<file path="src/design/pmsc_pkg.sv">
// Shared constants and types for the per-port strap and mode configuration block.
// Assumes a two-port transceiver with 16-bit management registers at addresses 0 and 4.
package pmsc_pkg;

  // Port count and register geometry
  localparam int NUM_PORTS = 2;
  localparam int REG_W     = 16;
  localparam int ADDR_W    = 5;

  // Management register addresses
  localparam logic [ADDR_W-1:0] CTRL_ADDR = 5'h00;
  localparam logic [ADDR_W-1:0] ADV_ADDR  = 5'h04;

  // Control register field positions
  localparam int CTRL_RESET_BIT   = 15;
  localparam int CTRL_SPEED_BIT   = 13;
  localparam int CTRL_AN_BIT      = 12;
  localparam int CTRL_RESTART_BIT = 9;
  localparam int CTRL_DUPLEX_BIT  = 8;

  // Mask of bits kept after a write; its zero bits clear themselves
  localparam logic [REG_W-1:0] CTRL_SELFCLR_MASK = 16'h7DFF;

  // Control register reset value before strap fields are merged in
  localparam logic [REG_W-1:0] CTRL_BASE = 16'h0000;

  // Advertisement register: ability field sits in bits 8 down to 5
  localparam int ADV_ABIL_LSB = 5;
  localparam int ADV_ABIL_W   = 4;
  localparam logic [REG_W-1:0] ADV_SELECTOR = 16'h0001;

  // Ability nibbles, bit 3 = 100 full, 2 = 100 half, 1 = 10 full, 0 = 10 half
  localparam logic [ADV_ABIL_W-1:0] ABIL_ALL   = 4'hF;
  localparam logic [ADV_ABIL_W-1:0] ABIL_100   = 4'hC;
  localparam logic [ADV_ABIL_W-1:0] ABIL_10    = 4'h3;
  localparam logic [ADV_ABIL_W-1:0] ABIL_HALF  = 4'h5;
  localparam logic [ADV_ABIL_W-1:0] ABIL_NONE  = 4'h0;

  // Per-port line bring-up states
  typedef enum logic [4:0] {
    ST_SLEEP     = 5'h01,
    ST_LATCH     = 5'h02,
    ST_DECIDE    = 5'h04,
    ST_FORCED    = 5'h08,
    ST_NEGOTIATE = 5'h10
  } pmsc_state_t;

endpackage

</file>
<file path="src/design/pmsc_top.sv">
// Per-port start-up configuration: strap latching, control-mode selection,
// management write gating and line mode decision for both ports.
// Assumes all pins are synchronous to clock; the negotiation engine itself lives outside.
//
// Functional notes
// - Write-block pin high selects manual mode.
// - Write-block pin low selects management mode.
// - Management mode: straps load, then software controls.
// - Manual mode ignores management register writes.
// - Manual mode sets registers from straps in reset.
// - Reset low, sleep low: latch strap defaults.
// - Sleep high holds port in reset state.
// - Registers decide line mode after reset, link-down.
// - Forced twisted-pair mode starts at once.
// - Negotiation enabled starts negotiation process.
// - Media low: fiber 100, no negotiation.
// - Negotiate, rate, duplex high: advertise all four.
// - Rate high, duplex low: advertise 100 only.
// - Rate low, duplex high: advertise 10 only.
// - Rate, duplex low: advertise half duplex only.
// - Negotiate low: forced speed and duplex straps.
// - Straps set control and advertisement defaults.
`timescale 1ns/10ps
module pmsc_top (
  input  wire logic                                               clock,
  input  wire logic                                               reset,
  input  wire logic                                               clock_en,
  input  wire logic                                               hw_reset_n_pin,
  input  wire logic                                               sleep_pin,
  input  wire logic [pmsc_pkg::NUM_PORTS-1:0]                     mgmt_write_block_pin,
  input  wire logic [pmsc_pkg::NUM_PORTS-1:0]                     media_select_strap,
  input  wire logic [pmsc_pkg::NUM_PORTS-1:0]                     negotiate_strap,
  input  wire logic [pmsc_pkg::NUM_PORTS-1:0]                     rate_select_strap,
  input  wire logic [pmsc_pkg::NUM_PORTS-1:0]                     both_way_strap,
  input  wire logic [pmsc_pkg::NUM_PORTS-1:0]                     link_down,
  input  wire logic                                               mgmt_wr_valid,
  input  wire logic                                               mgmt_wr_port,
  input  wire logic [pmsc_pkg::ADDR_W-1:0]                        mgmt_wr_addr,
  input  wire logic [pmsc_pkg::REG_W-1:0]                         mgmt_wr_data,
  output logic [pmsc_pkg::NUM_PORTS-1:0]                          manual_mode,
  output logic [pmsc_pkg::NUM_PORTS-1:0][pmsc_pkg::REG_W-1:0]     ctrl_reg,
  output logic [pmsc_pkg::NUM_PORTS-1:0][pmsc_pkg::REG_W-1:0]     adv_reg,
  output logic [pmsc_pkg::NUM_PORTS-1:0]                          line_up,
  output logic [pmsc_pkg::NUM_PORTS-1:0]                          line_fiber,
  output logic [pmsc_pkg::NUM_PORTS-1:0]                          line_fast,
  output logic [pmsc_pkg::NUM_PORTS-1:0]                          line_full,
  output logic [pmsc_pkg::NUM_PORTS-1:0]                          an_start,
  output logic [pmsc_pkg::NUM_PORTS-1:0]                          mgmt_wr_ignored
);

  localparam int NP = pmsc_pkg::NUM_PORTS;
  localparam int RW = pmsc_pkg::REG_W;

  // Whole block state in one record
  typedef struct packed {
    pmsc_pkg::pmsc_state_t [NP-1:0] st;
    logic [NP-1:0][RW-1:0]          ctrl;
    logic [NP-1:0][RW-1:0]          adv;
    logic [NP-1:0]                  manual;
    logic [NP-1:0]                  fiber;
    logic [NP-1:0]                  up;
    logic [NP-1:0]                  fast;
    logic [NP-1:0]                  full;
    logic [NP-1:0]                  an_go;
    logic [NP-1:0]                  wr_ign;
  } pmsc_regs_t;

  localparam pmsc_regs_t PMSC_RST = '{st: '{NP{pmsc_pkg::ST_SLEEP}}, default: '0};

  pmsc_regs_t                 state_q;
  pmsc_regs_t                 state_d;
  logic [NP-1:0][RW-1:0]      ctrl_default;
  logic [NP-1:0][RW-1:0]      adv_default;
  logic [NP-1:0]              port_sel;
  logic                       addr_ctrl;
  logic                       addr_adv;

  // One decoder per port so neither port sees the other's straps
  for (genvar p = 0; p < NP; p++)
  begin : g_dec
    pmsc_strap_decode u_dec (
      .media_select_strap (media_select_strap[p]),
      .negotiate_strap    (negotiate_strap[p]),
      .rate_select_strap  (rate_select_strap[p]),
      .both_way_strap     (both_way_strap[p]),
      .ctrl_default       (ctrl_default[p]),
      .adv_default        (adv_default[p])
    );
    assign port_sel[p] = mgmt_wr_valid && (mgmt_wr_port == 1'(p));
  end

  // Write address decode; other addresses belong to other logic
  assign addr_ctrl = (mgmt_wr_addr == pmsc_pkg::CTRL_ADDR);
  assign addr_adv  = (mgmt_wr_addr == pmsc_pkg::ADV_ADDR);

  // Next-state logic for both ports
  always_comb
  begin
    state_d = state_q;
    for (int p = 0; p < NP; p++)
    begin
      state_d.manual[p] = mgmt_write_block_pin[p];
      state_d.an_go[p]  = 1'b0;
      state_d.wr_ign[p] = 1'b0;
      if (sleep_pin)
      begin
        // Sleep doubles as reset and overrides every other pin but the write-block pin, which still sets the mode, and the straps, which still latch
        state_d.st[p]    = pmsc_pkg::ST_SLEEP;
        state_d.ctrl[p]  = ctrl_default[p];
        state_d.adv[p]   = adv_default[p];
        state_d.fiber[p] = ~media_select_strap[p];
        state_d.up[p]    = 1'b0;
      end
      else if (!hw_reset_n_pin)
      begin
        // Straps latched continuously while reset is held, in either mode
        state_d.st[p]    = pmsc_pkg::ST_LATCH;
        state_d.ctrl[p]  = ctrl_default[p];
        state_d.adv[p]   = adv_default[p];
        state_d.fiber[p] = ~media_select_strap[p];
        state_d.up[p]    = 1'b0;
      end
      else
      begin
        case (state_q.st[p])
          pmsc_pkg::ST_SLEEP,
          pmsc_pkg::ST_LATCH:
          begin
            state_d.st[p] = pmsc_pkg::ST_DECIDE;
          end
          pmsc_pkg::ST_DECIDE:
          begin
            state_d.up[p]   = 1'b1;
            state_d.fast[p] = state_q.ctrl[p][pmsc_pkg::CTRL_SPEED_BIT];
            state_d.full[p] = state_q.ctrl[p][pmsc_pkg::CTRL_DUPLEX_BIT];
            if (state_q.fiber[p])
            begin
              state_d.st[p]   = pmsc_pkg::ST_FORCED;
              state_d.fast[p] = 1'b1;
            end
            else if (state_q.ctrl[p][pmsc_pkg::CTRL_AN_BIT])
            begin
              state_d.st[p]    = pmsc_pkg::ST_NEGOTIATE;
              state_d.an_go[p] = 1'b1;
            end
            else
            begin
              state_d.st[p] = pmsc_pkg::ST_FORCED;
            end
          end
          pmsc_pkg::ST_FORCED,
          pmsc_pkg::ST_NEGOTIATE:
          begin
            if (link_down[p])
            begin
              state_d.st[p] = pmsc_pkg::ST_DECIDE;
              state_d.up[p] = 1'b0;
            end
          end
          default:
          begin
            state_d.st[p] = pmsc_pkg::ST_DECIDE;
            state_d.up[p] = 1'b0;
          end
        endcase
        // Writes are only meaningful once the port is out of reset
        if (port_sel[p] && (addr_ctrl || addr_adv)
            && !(state_q.st[p] inside {pmsc_pkg::ST_SLEEP, pmsc_pkg::ST_LATCH}))
        begin
          if (state_q.manual[p])
          begin
            state_d.wr_ign[p] = 1'b1;
          end
          else if (addr_ctrl)
          begin
            // Reset and restart bits read back as zero after acting
            state_d.ctrl[p] = mgmt_wr_data & pmsc_pkg::CTRL_SELFCLR_MASK;
            state_d.st[p]   = pmsc_pkg::ST_DECIDE;
            state_d.up[p]   = 1'b0;
            state_d.an_go[p] = 1'b0;
          end
          else
          begin
            state_d.adv[p] = mgmt_wr_data;
          end
        end
      end
    end
  end

  // State register; clock enable freezes everything
  always_ff @(posedge clock or posedge reset)
  begin
    if (reset)
    begin
      state_q <= PMSC_RST;
    end
    else if (clock_en)
    begin
      state_q <= state_d;
    end
  end

  // Outputs straight from the state record
  assign manual_mode     = state_q.manual;
  assign ctrl_reg        = state_q.ctrl;
  assign adv_reg         = state_q.adv;
  assign line_up         = state_q.up;
  assign line_fiber      = state_q.fiber;
  assign line_fast       = state_q.fast;
  assign line_full       = state_q.full;
  assign an_start        = state_q.an_go;
  assign mgmt_wr_ignored = state_q.wr_ign;

  // Checks, one set per port
  for (genvar p = 0; p < NP; p++)
  begin : g_chk

    mode_pin_a: assert property (
      @(posedge clock) disable iff (reset)
      clock_en |=> (manual_mode[p] == $past(mgmt_write_block_pin[p]))
    ) else $error("control mode does not follow write-block pin");

    wr_ignored_a: assert property (
      @(posedge clock) disable iff (reset)
      clock_en && hw_reset_n_pin && !sleep_pin && manual_mode[p] && port_sel[p] && (addr_ctrl || addr_adv)
      && (state_q.st[p] inside {pmsc_pkg::ST_DECIDE, pmsc_pkg::ST_FORCED, pmsc_pkg::ST_NEGOTIATE})
      |=> mgmt_wr_ignored[p] && $stable(ctrl_reg[p]) && $stable(adv_reg[p])
    ) else $error("manual mode write was not ignored");

    wr_taken_a: assert property (
      @(posedge clock) disable iff (reset)
      clock_en && hw_reset_n_pin && !sleep_pin && !manual_mode[p] && port_sel[p] && addr_ctrl
      && (state_q.st[p] inside {pmsc_pkg::ST_DECIDE, pmsc_pkg::ST_FORCED, pmsc_pkg::ST_NEGOTIATE})
      |=> (ctrl_reg[p] == ($past(mgmt_wr_data) & pmsc_pkg::CTRL_SELFCLR_MASK))
          && (state_q.st[p] == pmsc_pkg::ST_DECIDE) && !mgmt_wr_ignored[p]
    ) else $error("management control write not stored");

    latch_dflt_a: assert property (
      @(posedge clock) disable iff (reset)
      clock_en && !sleep_pin && !hw_reset_n_pin
      |=> (ctrl_reg[p] == $past(ctrl_default[p])) && (adv_reg[p] == $past(adv_default[p]))
          && (state_q.st[p] == pmsc_pkg::ST_LATCH) && !line_up[p]
    ) else $error("strap defaults not latched during reset");

    sleep_hold_a: assert property (
      @(posedge clock) disable iff (reset)
      clock_en && sleep_pin |=> (state_q.st[p] == pmsc_pkg::ST_SLEEP) && !line_up[p] && !an_start[p]
    ) else $error("sleep pin did not hold port in reset");

    redecide_a: assert property (
      @(posedge clock) disable iff (reset)
      clock_en && hw_reset_n_pin && !sleep_pin && link_down[p] && !port_sel[p]
      && (state_q.st[p] inside {pmsc_pkg::ST_FORCED, pmsc_pkg::ST_NEGOTIATE})
      |=> (state_q.st[p] == pmsc_pkg::ST_DECIDE) && !line_up[p]
    ) else $error("link-down did not return to decision");

    forced_tp_a: assert property (
      @(posedge clock) disable iff (reset)
      clock_en && hw_reset_n_pin && !sleep_pin && !port_sel[p] && (state_q.st[p] == pmsc_pkg::ST_DECIDE)
      && !state_q.fiber[p] && !ctrl_reg[p][pmsc_pkg::CTRL_AN_BIT]
      |=> (state_q.st[p] == pmsc_pkg::ST_FORCED) && line_up[p] && !an_start[p]
          && (line_fast[p] == $past(ctrl_reg[p][pmsc_pkg::CTRL_SPEED_BIT]))
          && (line_full[p] == $past(ctrl_reg[p][pmsc_pkg::CTRL_DUPLEX_BIT]))
    ) else $error("forced twisted-pair mode not applied");

    nego_go_a: assert property (
      @(posedge clock) disable iff (reset)
      clock_en && hw_reset_n_pin && !sleep_pin && !port_sel[p] && (state_q.st[p] == pmsc_pkg::ST_DECIDE)
      && !state_q.fiber[p] && ctrl_reg[p][pmsc_pkg::CTRL_AN_BIT]
      |=> an_start[p] && (state_q.st[p] == pmsc_pkg::ST_NEGOTIATE) ##1 (!$past(clock_en) || !an_start[p])
    ) else $error("negotiation not started as one pulse");

    fiber_mode_a: assert property (
      @(posedge clock) disable iff (reset)
      clock_en && !sleep_pin && !hw_reset_n_pin && !media_select_strap[p]
      |=> line_fiber[p] && !ctrl_reg[p][pmsc_pkg::CTRL_AN_BIT]
          && ctrl_reg[p][pmsc_pkg::CTRL_SPEED_BIT]
          && (ctrl_reg[p][pmsc_pkg::CTRL_DUPLEX_BIT] == $past(both_way_strap[p]))
    ) else $error("fiber strap defaults wrong");

    adv_all_a: assert property (
      @(posedge clock) disable iff (reset)
      clock_en && !sleep_pin && !hw_reset_n_pin && media_select_strap[p] && negotiate_strap[p]
      && rate_select_strap[p] && both_way_strap[p]
      |=> (adv_reg[p][pmsc_pkg::ADV_ABIL_LSB +: pmsc_pkg::ADV_ABIL_W] == 4'hF) && ctrl_reg[p][pmsc_pkg::CTRL_AN_BIT]
    ) else $error("full advertisement default wrong");

    adv_half_a: assert property (
      @(posedge clock) disable iff (reset)
      clock_en && !sleep_pin && !hw_reset_n_pin && media_select_strap[p] && negotiate_strap[p]
      && !rate_select_strap[p] && !both_way_strap[p]
      |=> (adv_reg[p][pmsc_pkg::ADV_ABIL_LSB +: pmsc_pkg::ADV_ABIL_W] == 4'h5)
    ) else $error("half duplex advertisement default wrong");

    forced_dflt_a: assert property (
      @(posedge clock) disable iff (reset)
      clock_en && !sleep_pin && !hw_reset_n_pin && media_select_strap[p] && !negotiate_strap[p]
      |=> !ctrl_reg[p][pmsc_pkg::CTRL_AN_BIT]
          && (ctrl_reg[p][pmsc_pkg::CTRL_SPEED_BIT] == $past(rate_select_strap[p]))
          && (ctrl_reg[p][pmsc_pkg::CTRL_DUPLEX_BIT] == $past(both_way_strap[p]))
    ) else $error("forced strap defaults wrong");

  end

endmodule

</file>
<file path="src/design/pmsc_strap_decode.sv">
// Strap decoder: turns one port's four strap pins into register defaults.
// Assumes the straps are steady while they are being latched; purely combinational.
`timescale 1ns/10ps
module pmsc_strap_decode (
  input  wire logic                    media_select_strap,
  input  wire logic                    negotiate_strap,
  input  wire logic                    rate_select_strap,
  input  wire logic                    both_way_strap,
  output logic [pmsc_pkg::REG_W-1:0]   ctrl_default,
  output logic [pmsc_pkg::REG_W-1:0]   adv_default
);

  logic [pmsc_pkg::ADV_ABIL_W-1:0] abil;
  logic                            twisted;
  logic                            nego;

  // Low media strap means fiber, which never negotiates
  assign twisted = media_select_strap;
  assign nego    = twisted & negotiate_strap;

  // Ability nibble chosen by rate and duplex straps
  always_comb
  begin
    abil = pmsc_pkg::ABIL_NONE;
    if (nego)
    begin
      case ({rate_select_strap, both_way_strap})
        2'b11:   abil = pmsc_pkg::ABIL_ALL;
        2'b10:   abil = pmsc_pkg::ABIL_100;
        2'b01:   abil = pmsc_pkg::ABIL_10;
        2'b00:   abil = pmsc_pkg::ABIL_HALF;
        default: abil = pmsc_pkg::ABIL_NONE;
      endcase
    end
  end

  // Control defaults: fiber is 100 Mbps forced, twisted pair follows the rate strap
  always_comb
  begin
    ctrl_default = pmsc_pkg::CTRL_BASE;
    ctrl_default[pmsc_pkg::CTRL_SPEED_BIT]  = twisted ? rate_select_strap : 1'b1;
    ctrl_default[pmsc_pkg::CTRL_AN_BIT]     = nego;
    ctrl_default[pmsc_pkg::CTRL_DUPLEX_BIT] = both_way_strap;
  end

  // Advertisement defaults; forced modes advertise nothing
  always_comb
  begin
    adv_default = pmsc_pkg::ADV_SELECTOR;
    adv_default[pmsc_pkg::ADV_ABIL_LSB +: pmsc_pkg::ADV_ABIL_W] = abil;
  end

endmodule

</file>
<file path="config.mk">
export PLATFORM = sky130hd
export DESIGN_NAME = pmsc_top
export DESIGN_NICKNAME = d
export VERILOG_FILES = /design/src/design/pmsc_pkg.sv /design/src/design/pmsc_top.sv /design/src/design/pmsc_strap_decode.sv
export SDC_FILE = /design/constraint.sdc
export NUM_CORES = 1
export LEC_CHECK = 0
export BUFFER_PORTS_ARGS = -buffer_cell sky130_fd_sc_hd__buf_2
export CORE_UTILIZATION = 57
export CTS_BUF_LIST = sky130_fd_sc_hd__clkbuf_4 sky130_fd_sc_hd__clkbuf_8 sky130_fd_sc_hd__clkbuf_16
export CTS_CLUSTER_DIAMETER = 100
export DETAILED_ROUTE_END_ITERATION = 8
export PLACE_DENSITY = 0.86
export SLEW_MARGIN = 20
export SYNTH_ARGS = -nofsm -noshare
export SYNTH_HDL_FRONTEND = slang
export SYNTH_SLANG_ARGS = --single-unit
</file>
<file path="constraint.sdc">
create_clock -name clock -period 3.87 [get_ports clock]
set_input_delay 0.5805 -clock clock [delete_from_list [all_inputs] [get_ports clock]]
set_output_delay 0.5805 -clock clock [all_outputs]
set_load 0.02 [all_outputs]
</file>
==> results of run 1 <==
[worst paths after layout]
kind,startpoint,end,slack (ps),cells past startpoint
worst min register to register,ctrl_reg[7]$_DFFE_PP0P_,ctrl_reg[7]$_DFFE_PP0P_,490,2
min in group clock,mgmt_write_block_pin[1],manual_mode[1]$_DFFE_PP0P_,450,2
worst max-delay path,mgmt_wr_addr[4],ctrl_reg[29]$_DFFE_PP0P_,1270,5
worst max register to register,state_q[78]$_DFFE_PP1P_,adv_reg[0]$_DFFE_PP0P_,1480,5
max in group asynchronous,reset,ctrl_reg[23]$_DFFE_PP0P_,2610,3
worst min-delay path,reset,an_start[0]$_DFFE_PP0P_,190,2
[routing by layer]
layer  share of wire  up-vias  global-route usage  wire, um
li1                -     1470                   -         -
met1            0.43     1594               0.363      4340
met2            0.46      178               0.410      4640
met3           0.076       28              0.0541       760
met4           0.026        0               0.119       256
met5               0        -                   0         0
[power breakdown]
part,total (uW),switching (uW),internal (uW)
registers,960,38.8,921
logic,278,182,95.8
clock network,673,359,314
[layout make-up]
class	count	area [um2]
inverter	18	68.8
clock inverter	7	86.3
timing repair buffer	121	626
fill	594	2650
multi-input combinational	216	1470
tap	99	124
sequential	84	2100
clock buffer	9	124
[cells by family (layout without fill, tap and decap cells)]
family / after synthesis / count (layout) / share of synthesized area
compound gates: 113 / 113 / 0.208
xor+xnor: 3 / 3 / 0.00613
buf+inv: 113 / 155 / 0.171
flops: 84 / 84 / 0.491
mux: 5 / 5 / 0.0131
other cells: 1 / 4 / 0.000874
simple gates: 91 / 91 / 0.111
[metrics by stage]
stage | instance area, um2 | power (uW)
final | 4600 | 1910
after global routing | 4600 | 1980
after CTS | 4600 | 1910
after detailed placement | 4390 | 1250
after global placement | 4390 | 1240
after floorplan | 4300 | 1200
[layout by cell type, fill, tap and decap left out, types with 5 or more instances in the layout]
| master | netlist | routed |
|---|---|---|
| nand3_1 | 6 | 6 |
| a22o_1 | 41 | 41 |
| nand2_1 | 27 | 27 |
| mux2_2 | 5 | 5 |
| buf_4 | 78 | 8 |
| dfrtp_1 | 82 | 82 |
| nand2b_1 | 7 | 7 |
| o21ai_0 | 15 | 15 |
| and3_1 | 6 | 6 |
| clkbuf_8 | 0 | 9 |
| a21oi_1 | 12 | 12 |
| o22ai_1 | 7 | 7 |
| inv_1 | 18 | 17 |
| nor2_1 | 18 | 18 |
| buf_2 | 6 | 113 |
==> flow_summary.toml, run 1 <==
[placement]
place_hpwl_um = 7200
gp_congestion = 0.826
dp.cells = 538
dp_slack_ps = 895
io_buffers = 113

[cells_and_area]
layout.cells.non_filler = 554
diodes = 0
nNetsFinal = 490
fin_util = 0.635
drive_gt1_frac = 0.352
syn_to_final_growth_pct = 7.32
largest_reg_flops = 32

[floorplanning]
die_width_um = 88.8
core_area_mm2 = 0.00725
initial_utilization = 0.592
dieArea_mm2 = 0.00788
io_pins = 118
die_h_um = 88.8
num_rows = 31

[yosys]
syn_area_mm2 = 0.00429
yosysMostFrequentCell = "dfrtp_1"
synthCells = 410
synth_enable_flop_cells = 0
synthDominantCellAreaShare = 0.478
synth_common_cells = "dfrtp_1 (82), buf_4 (78), a22o_1 (41)"
synth_seq_area_share = 0.491
synth.avg_cell_area_um2 = 10.5
yosys_warnings = 0
synth.area.top_cells = "dfrtp_1 (48%), buf_4 (14%), a22o_1 (8.4%)"
synth_seq_cells = 84
synth_flop_cell = "dfrtp_1"
async_flop_share = 1.00
yosys.area.top_type = "dfrtp_1"
synthDistinctLibCells = 59

[critical_path]
arrival_ps = 2810
cp.buffers_inverters = 1
path_delay_family = "simple AND/OR/NAND/NOR gates"
cp_max_fo = 12
cp-start-kind = "input port"
critPathSlowestCell = "nor3_2"
crit_required_ps = 4090
crit_path_end_kind = "register"
path_cells = "buf_2, or4b_1, or4_4, nor3_2, a211oi_1"
critical_path_class = "input port to register"
cpPeakStageDelay_ps = 710

[routing]
post_drt_wl_per_cell_um = 18.0
vias = 3270
dr.first_iter.drc_count = 258
dr.pass1.iters = 6
drtAntennaViolNets = 0
drc_errors = 0
wl_um = 10000
via_per_inst = 5.90

[sta]
slew_viol_final = 0
slew_headroom = 0.373
final.setup.worst_slack_ps = 1270
min_period_ps = 2600
finalClockSkew_ps = 14.4
hold_viol_final = 0
fmax_ghz = 0.385
final.setup.tns_ps = 0
grt_setup_unrepaired = "false"
period_share = 0.671
finalSetupViolCount = 0
tightest_slew_ps = 934
whs_ps = 188

[global_route]
track_usage = 0.266
grt_first_pass_wirelength_um = 15400
grt-ovfl-total = 0
antenna_found_initial = 0
grt_max_degree = 62
grt_pass1_vias = 3033

[clock_tree]
ctsRootBufferMaster = "clkbuf_8"
postCtsResizedCells = 0
cts_sinks = 84
ctsHoldBuffers = 0
max-clock-path-buffers = 2
cts_buffers = 9
cts_tree = "yes"
clk_pin_slew_ps = 90
clk_latency_ps = 370
htreeDepth = 3
cts_setup_buffers = 0

[power_and_ir_drop]
peakVddDrop_mv = 0.193
p_leak_uw = 0.00234
power_density_mw_per_mm2 = 415

[min_path]
hold_path_class = "input port to async pin"

[run]
cap_violations = 0

[run_status]
status = "finished clean"
Power figures use the tool's default switching activity.
==> run 2: changes to the inputs <==
Settings changed: CORE_UTILIZATION 57 to 48, PLACE_DENSITY 0.86 to 0.77.
Clock period 3.87 ns to 2.1 ns, I/O delays scaled along.
==> run 2 against run 1 <==
First-iteration DRC count is 12% lower. Core utilization is 8.3 points lower. Design area is 4.0% higher. Power is 77% higher. Hold slack hardly changed. Combinational power is 98% higher. Final cell count is 5.6% higher. Critical endpoint is now state_q[86]$_DFFE_PP0P_. Wire length is 1.9% higher. Critical path depth is 2 higher. Non-clock buffer count is 22 higher. Highest routed layer unchanged. Clock power is 59% higher.
==> flow_summary.toml, run 2 (synthesis results as in run 1) <==
[routing]
post_drt_wl_per_cell_um = 17.4
dr.pass1.iters = 4
drc_errors = 0
wl_um = 10200
drtAntennaViolNets = 0
vias = 3320
dr.first_iter.drc_count = 228
via_per_inst = 5.68

[global_route]
antenna_found_initial = 1
grt_max_degree = 32
grt_first_pass_wirelength_um = 16000
track_usage = 0.229
grt-ovfl-total = 0
grt_pass1_vias = 3113

[cells_and_area]
fillers = 764
drive_gt1_frac = 0.382
layout_common_cells = "buf_2 (113), dfrtp_1 (82), a22o_1 (41)"
fin_util = 0.552
nNetsFinal = 512
diodes = 0
syn_to_final_growth_pct = 11.6
layout_commonest_cell = "buf_2"
largest_reg_flops = 32

[clock_tree]
ctsRootBufferMaster = "clkbuf_8"
cts_sinks = 84
cts_tree = "yes"
htreeDepth = 3
max-clock-path-buffers = 2
clk_pin_slew_ps = 90
postCtsResizedCells = 0
clk_latency_ps = 360
cts_setup_buffers = 0
cts_buffers = 9

[floorplanning]
num_rows = 34
die_h_um = 96.5
io_pins = 118
dieArea_mm2 = 0.00932
core_area_mm2 = 0.00868
die_width_um = 96.5
initial_utilization = 0.494

[placement]
io_buffers = 113
gp_congestion = 0.847
place_hpwl_um = 7600

[sta]
finalClockSkew_ps = 11.6
slew_viol_final = 0
grt_setup_unrepaired = "false"
final.setup.tns_ps = 0
min_period_ps = 1910
fmax_ghz = 0.525
period_share = 0.908
whs_ps = 189
hold_viol_final = 0
finalSetupViolCount = 0

[power_and_ir_drop]
peakVddDrop_mv = 0.275
p_comb_frac = 0.163
p_clk_frac = 0.316
fin_total_pwr_uw = 3390
power_frac_seq = 0.521
p_sw_uw = 1040
power_density_mw_per_mm2 = 707
p_leak_uw = 0.00244
internal_power_uw = 2350
swShare = 0.306

[critical_path]
worst-path-stages = 7
path_delay_family = "simple AND/OR/NAND/NOR gates"
rr_worst_depth = 6
critical_path_class = "input port to register"
crit_required_ps = 2340
crit_path_end_kind = "register"
cpPeakStageDelay_ps = 540
cp_max_fo = 3
critPathSlowestCell = "or4b_4"
path_cells = "buf_2, or4b_4, or4_4, o21ai_4, buf_4, o21ai_0, a22o_1"
cp.buffers_inverters = 2
arrival_ps = 2150
cp-start-kind = "input port"

[min_path]
hold_path_class = "input port to register"
hold_path_depth = 2

[run]
cap_violations = 0

[run_status]
status = "finished clean"
run 2: changes by cell type in the layout (fill, tap and decap cells not counted), moves of 2 or more:
cell,before,now
buf_12,0,2
buf_4,8,27
clkinv_4,0,3
clkinvlp_4,1,3
inv_8,2,0
run 2: layout make-up:
| type | instances | area (um2) | area share |
|---|---|---|---|
| Inverter | 18 | 71.3 | 0.0149 |
| Clock buffer | 9 | 124 | 0.0259 |
| Timing Repair Buffer | 143 | 818 | 0.171 |
| Clock inverter | 7 | 58.8 | 0.0123 |
| Multi-Input combinational cell | 216 | 1480 | 0.308 |
| Tap cell | 108 | 135 | 0.0282 |
| Sequential cell | 84 | 2100 | 0.440 |
run 2: power by group through the flow:
stage	logic, uW	clock network, uW	registers, uW
6_report	551	1070	1760
5_1_grt	604	1150	1770
4_1_cts	553	1090	1760
3_5_place_dp	549	0	1790
3_3_place_gp	538	0	1790
2_1_floorplan	431	0	1770
run 2: routing by layer:
| metal | GRT usage | share of wire |
|---|---|---|
| met2 | 0.363 | 0.46 |
| met1 | 0.309 | 0.44 |
| met3 | 0.0556 | 0.092 |
| met5 | 0 | 0 |
| met4 | 0.0735 | 0.010 |
run 2: worst register-to-register path: cells and delay by family (launching register included):
family	cells	cell delay (ps)
AOI/OAI and AO/OA	3	760
xor gates and xnor gates	1	80
buffers and inverters	2	370
DFF	1	580
run 2: per-stage QoR:
stage	setup WS (ps)	cells	cell area, um2
floorplan	-111	413	4320
global placement	-101	568	4590
detailed placement	-132	568	4590
CTS	208	585	4790
global route	69.4	585	4790
finish	194	585	4790
run 2: repair_timing:
action,CTS,global route
endpoints found under the hold margin,15,0
hold buffers,1,0
setup endpoints to repair,0,0
run 2: final timing paths:
| path | from | to | slack [ps] |
|---|---|---|---|
| hold / removal | mgmt_write_block_pin[0] | manual_mode[0]$_DFFE_PP0P_ | 190 |
| max in group asynchronous | reset | state_q[78]$_DFFE_PP1P_ | 950 |
| setup reg to reg | state_q[78]$_DFFE_PP1P_ | ctrl_reg[14]$_DFFE_PP0P_ | 200 |
| min in group asynchronous | reset | adv_reg[14]$_DFFE_PP0P_ | 510 |
| hold reg to reg | adv_reg[8]$_DFFE_PP0P_ | adv_reg[8]$_DFFE_PP0P_ | 480 |
| setup / recovery | mgmt_wr_addr[4] | state_q[86]$_DFFE_PP0P_ | 190 |
==> run 3: changes to the inputs <==
Settings changed: CELL_PAD_IN_SITES_DETAIL_PLACEMENT set to 1, CELL_PAD_IN_SITES_GLOBAL_PLACEMENT set to 2, CORE_UTILIZATION 48 to 29, PLACE_DENSITY 0.77 to not set, PLACE_DENSITY_LB_ADDON set to 0.1.
==> run 3 against run 2 <==
Wire length is 21% higher. Worst setup slack worse by 85 ps. Critical path depth is 2 lower. Register-to-register slack worse by 90 ps. Sequential power hardly changed. Clock-buffer cell count stayed put. Sequential share of layout area is 2.1 points lower. Combinational power is 0.7% higher. Power is 18% higher. Design area is 5.0% higher. Sequential cell count stayed put. Largest cell class unchanged.
==> flow_summary.toml, run 3 (synthesis results as in run 1) <==
[critical_path]
worst-path-stages = 5
critPathLaunch = "manual_mode[0]$_DFFE_PP0P_"
reg2reg_to = "ctrl_reg[4]$_DFFE_PP0P_"
cp.buffers_inverters = 1
rr_worst_depth = 5
path_delay_family = "compound AO/OA/AOI/OAI gates"
critPathSlowestCell = "a2111oi_4"
crit_path_end_kind = "register"
r2r_setup_slack_ps = 110
path_cells = "or3_1, a2111oi_4, o21ai_0, buf_4, a22o_1"
arrival_ps = 2220
crit_path_end = "ctrl_reg[4]$_DFFE_PP0P_"
cp_max_fo = 11
r2r-start = "manual_mode[0]$_DFFE_PP0P_"
crit_required_ps = 2330
cp-start-kind = "register"
critical_path_class = "register to register"
cpPeakStageDelay_ps = 420

[routing]
vias = 3225
drc_errors = 0
wl_um = 12300
drtAntennaViolNets = 0
dr.first_iter.drc_count = 85
post_drt_wl_per_cell_um = 18.6
dr.pass1.iters = 4
via_per_inst = 4.86

[clock_tree]
cts_sinks = 84
ctsHoldBuffers = 0
cts_buffers = 9
htreeDepth = 3
postCtsResizedCells = 0
max-clock-path-buffers = 2
cts_setup_buffers = 0
clk_latency_ps = 340
clk_pin_slew_ps = 70
ctsRootBufferMaster = "clkbuf_16"
cts_tree = "yes"

[cells_and_area]
layout_commonest_cell = "buf_2"
layout_common_cells = "buf_2 (113), dfrtp_1 (82), a22o_1 (41)"
diodes = 0
largest_reg_flops = 32
layout.cells.non_filler = 664
nNetsFinal = 515
fin_util = 0.347
syn_to_final_growth_pct = 17.1
drive_gt1_frac = 0.388

[sta]
grt_setup_unrepaired = "false"
fmax_ghz = 0.502
period_share = 0.948
tightest_slew_ps = 526
finalSetupViolCount = 0
hold_viol_final = 0
slew_viol_final = 0
finalClockSkew_ps = 4.91
whs_ps = 8.99
slew_headroom = 0.649
min_period_ps = 1990

[placement]
io_buffers = 113
gp_congestion = 0.793
dp.cells = 648
place_hpwl_um = 9520

[floorplanning]
initial_utilization = 0.296
die_h_um = 124
die_width_um = 124
num_rows = 44
dieArea_mm2 = 0.0153
io_pins = 118
core_area_mm2 = 0.0145

[global_route]
grt_max_degree = 35
grt_pass1_vias = 3308
track_usage = 0.169
grt-ovfl-total = 0
grt_first_pass_wirelength_um = 19100
antenna_found_initial = 0

[run]
cap_violations = 0

[power_and_ir_drop]
power_density_mw_per_mm2 = 792
p_leak_uw = 0.00251
peakVddDrop_mv = 0.422

[run_status]
status = "finished clean"

[min_path]
hold_path_class = "input port to async pin"
-- run 3: cell count changes in the layout (fill, tap and decap cells not counted), sizes merged --
cell,before,now
dlygate4sd3,1,0
clkinvlp,3,2
buf,142,146
bufinv,0,1
inv,19,21
clkinv,3,1
-- run 3: worst register-to-register path, delay by kind of cell, from the launching register on --
family,cells,cell delay (ps)
buf+inv,1,220
simple gates,1,410
compound gates,3,840
flops,1,410
-- run 3: layout make-up --
cell class | count | area [um2]
repair buffers | 146 | 838
flip-flops and latches | 84 | 2100
clock buffers | 9 | 225
clock inverters | 7 | 80.1
multi-input cells | 216 | 1480
well taps | 184 | 230
fillers | 1676 | 9450
inverters | 18 | 71.3
-- run 3: how the worst min path moves through the flow --
stage	from	endpoint	cells past startpoint
finish	reset	ctrl_reg[22]$_DFFE_PP0P_	2
global route	reset	ctrl_reg[22]$_DFFE_PP0P_	2
CTS	reset	ctrl_reg[4]$_DFFE_PP0P_	2
detailed placement	reset	ctrl_reg[4]$_DFFE_PP0P_	2
global placement	reset	ctrl_reg[4]$_DFFE_PP0P_	2
floorplan	media_select_strap[0]	line_fiber[0]$_DFFE_PP0P_	1
-- run 3: per-stage QoR --
step	total power (uW)	setup TNS (ps)	area (um2)	worst slack [ps]
6_report	3980	0	5020	109
5_1_grt	4180	0	5020	13.2
4_1_cts	4060	0	5020	49.8
3_5_place_dp	2370	-8030	4720	-216
3_3_place_gp	2360	-7870	4720	-203
2_1_floorplan	2210	-1220	4320	-111
-- run 3: report_power, final --
part / switching, uW / internal, uW / total (uW) / leakage (uW)
Sequential: 68.8 / 1700 / 1770 / 0.00111
Clock: 718 / 941 / 1660 / 0.000149
Combinational: 350 / 205 / 555 / 0.00125
-- run 3: per-layer routing --
metal  GRT usage  share of wire  vias up
met3      0.0398          0.047        5
met2       0.285           0.49       76
met4      0.0339         0.0065        0
met1       0.219           0.46     1627
li1            -              -     1517
met5           0              0        -
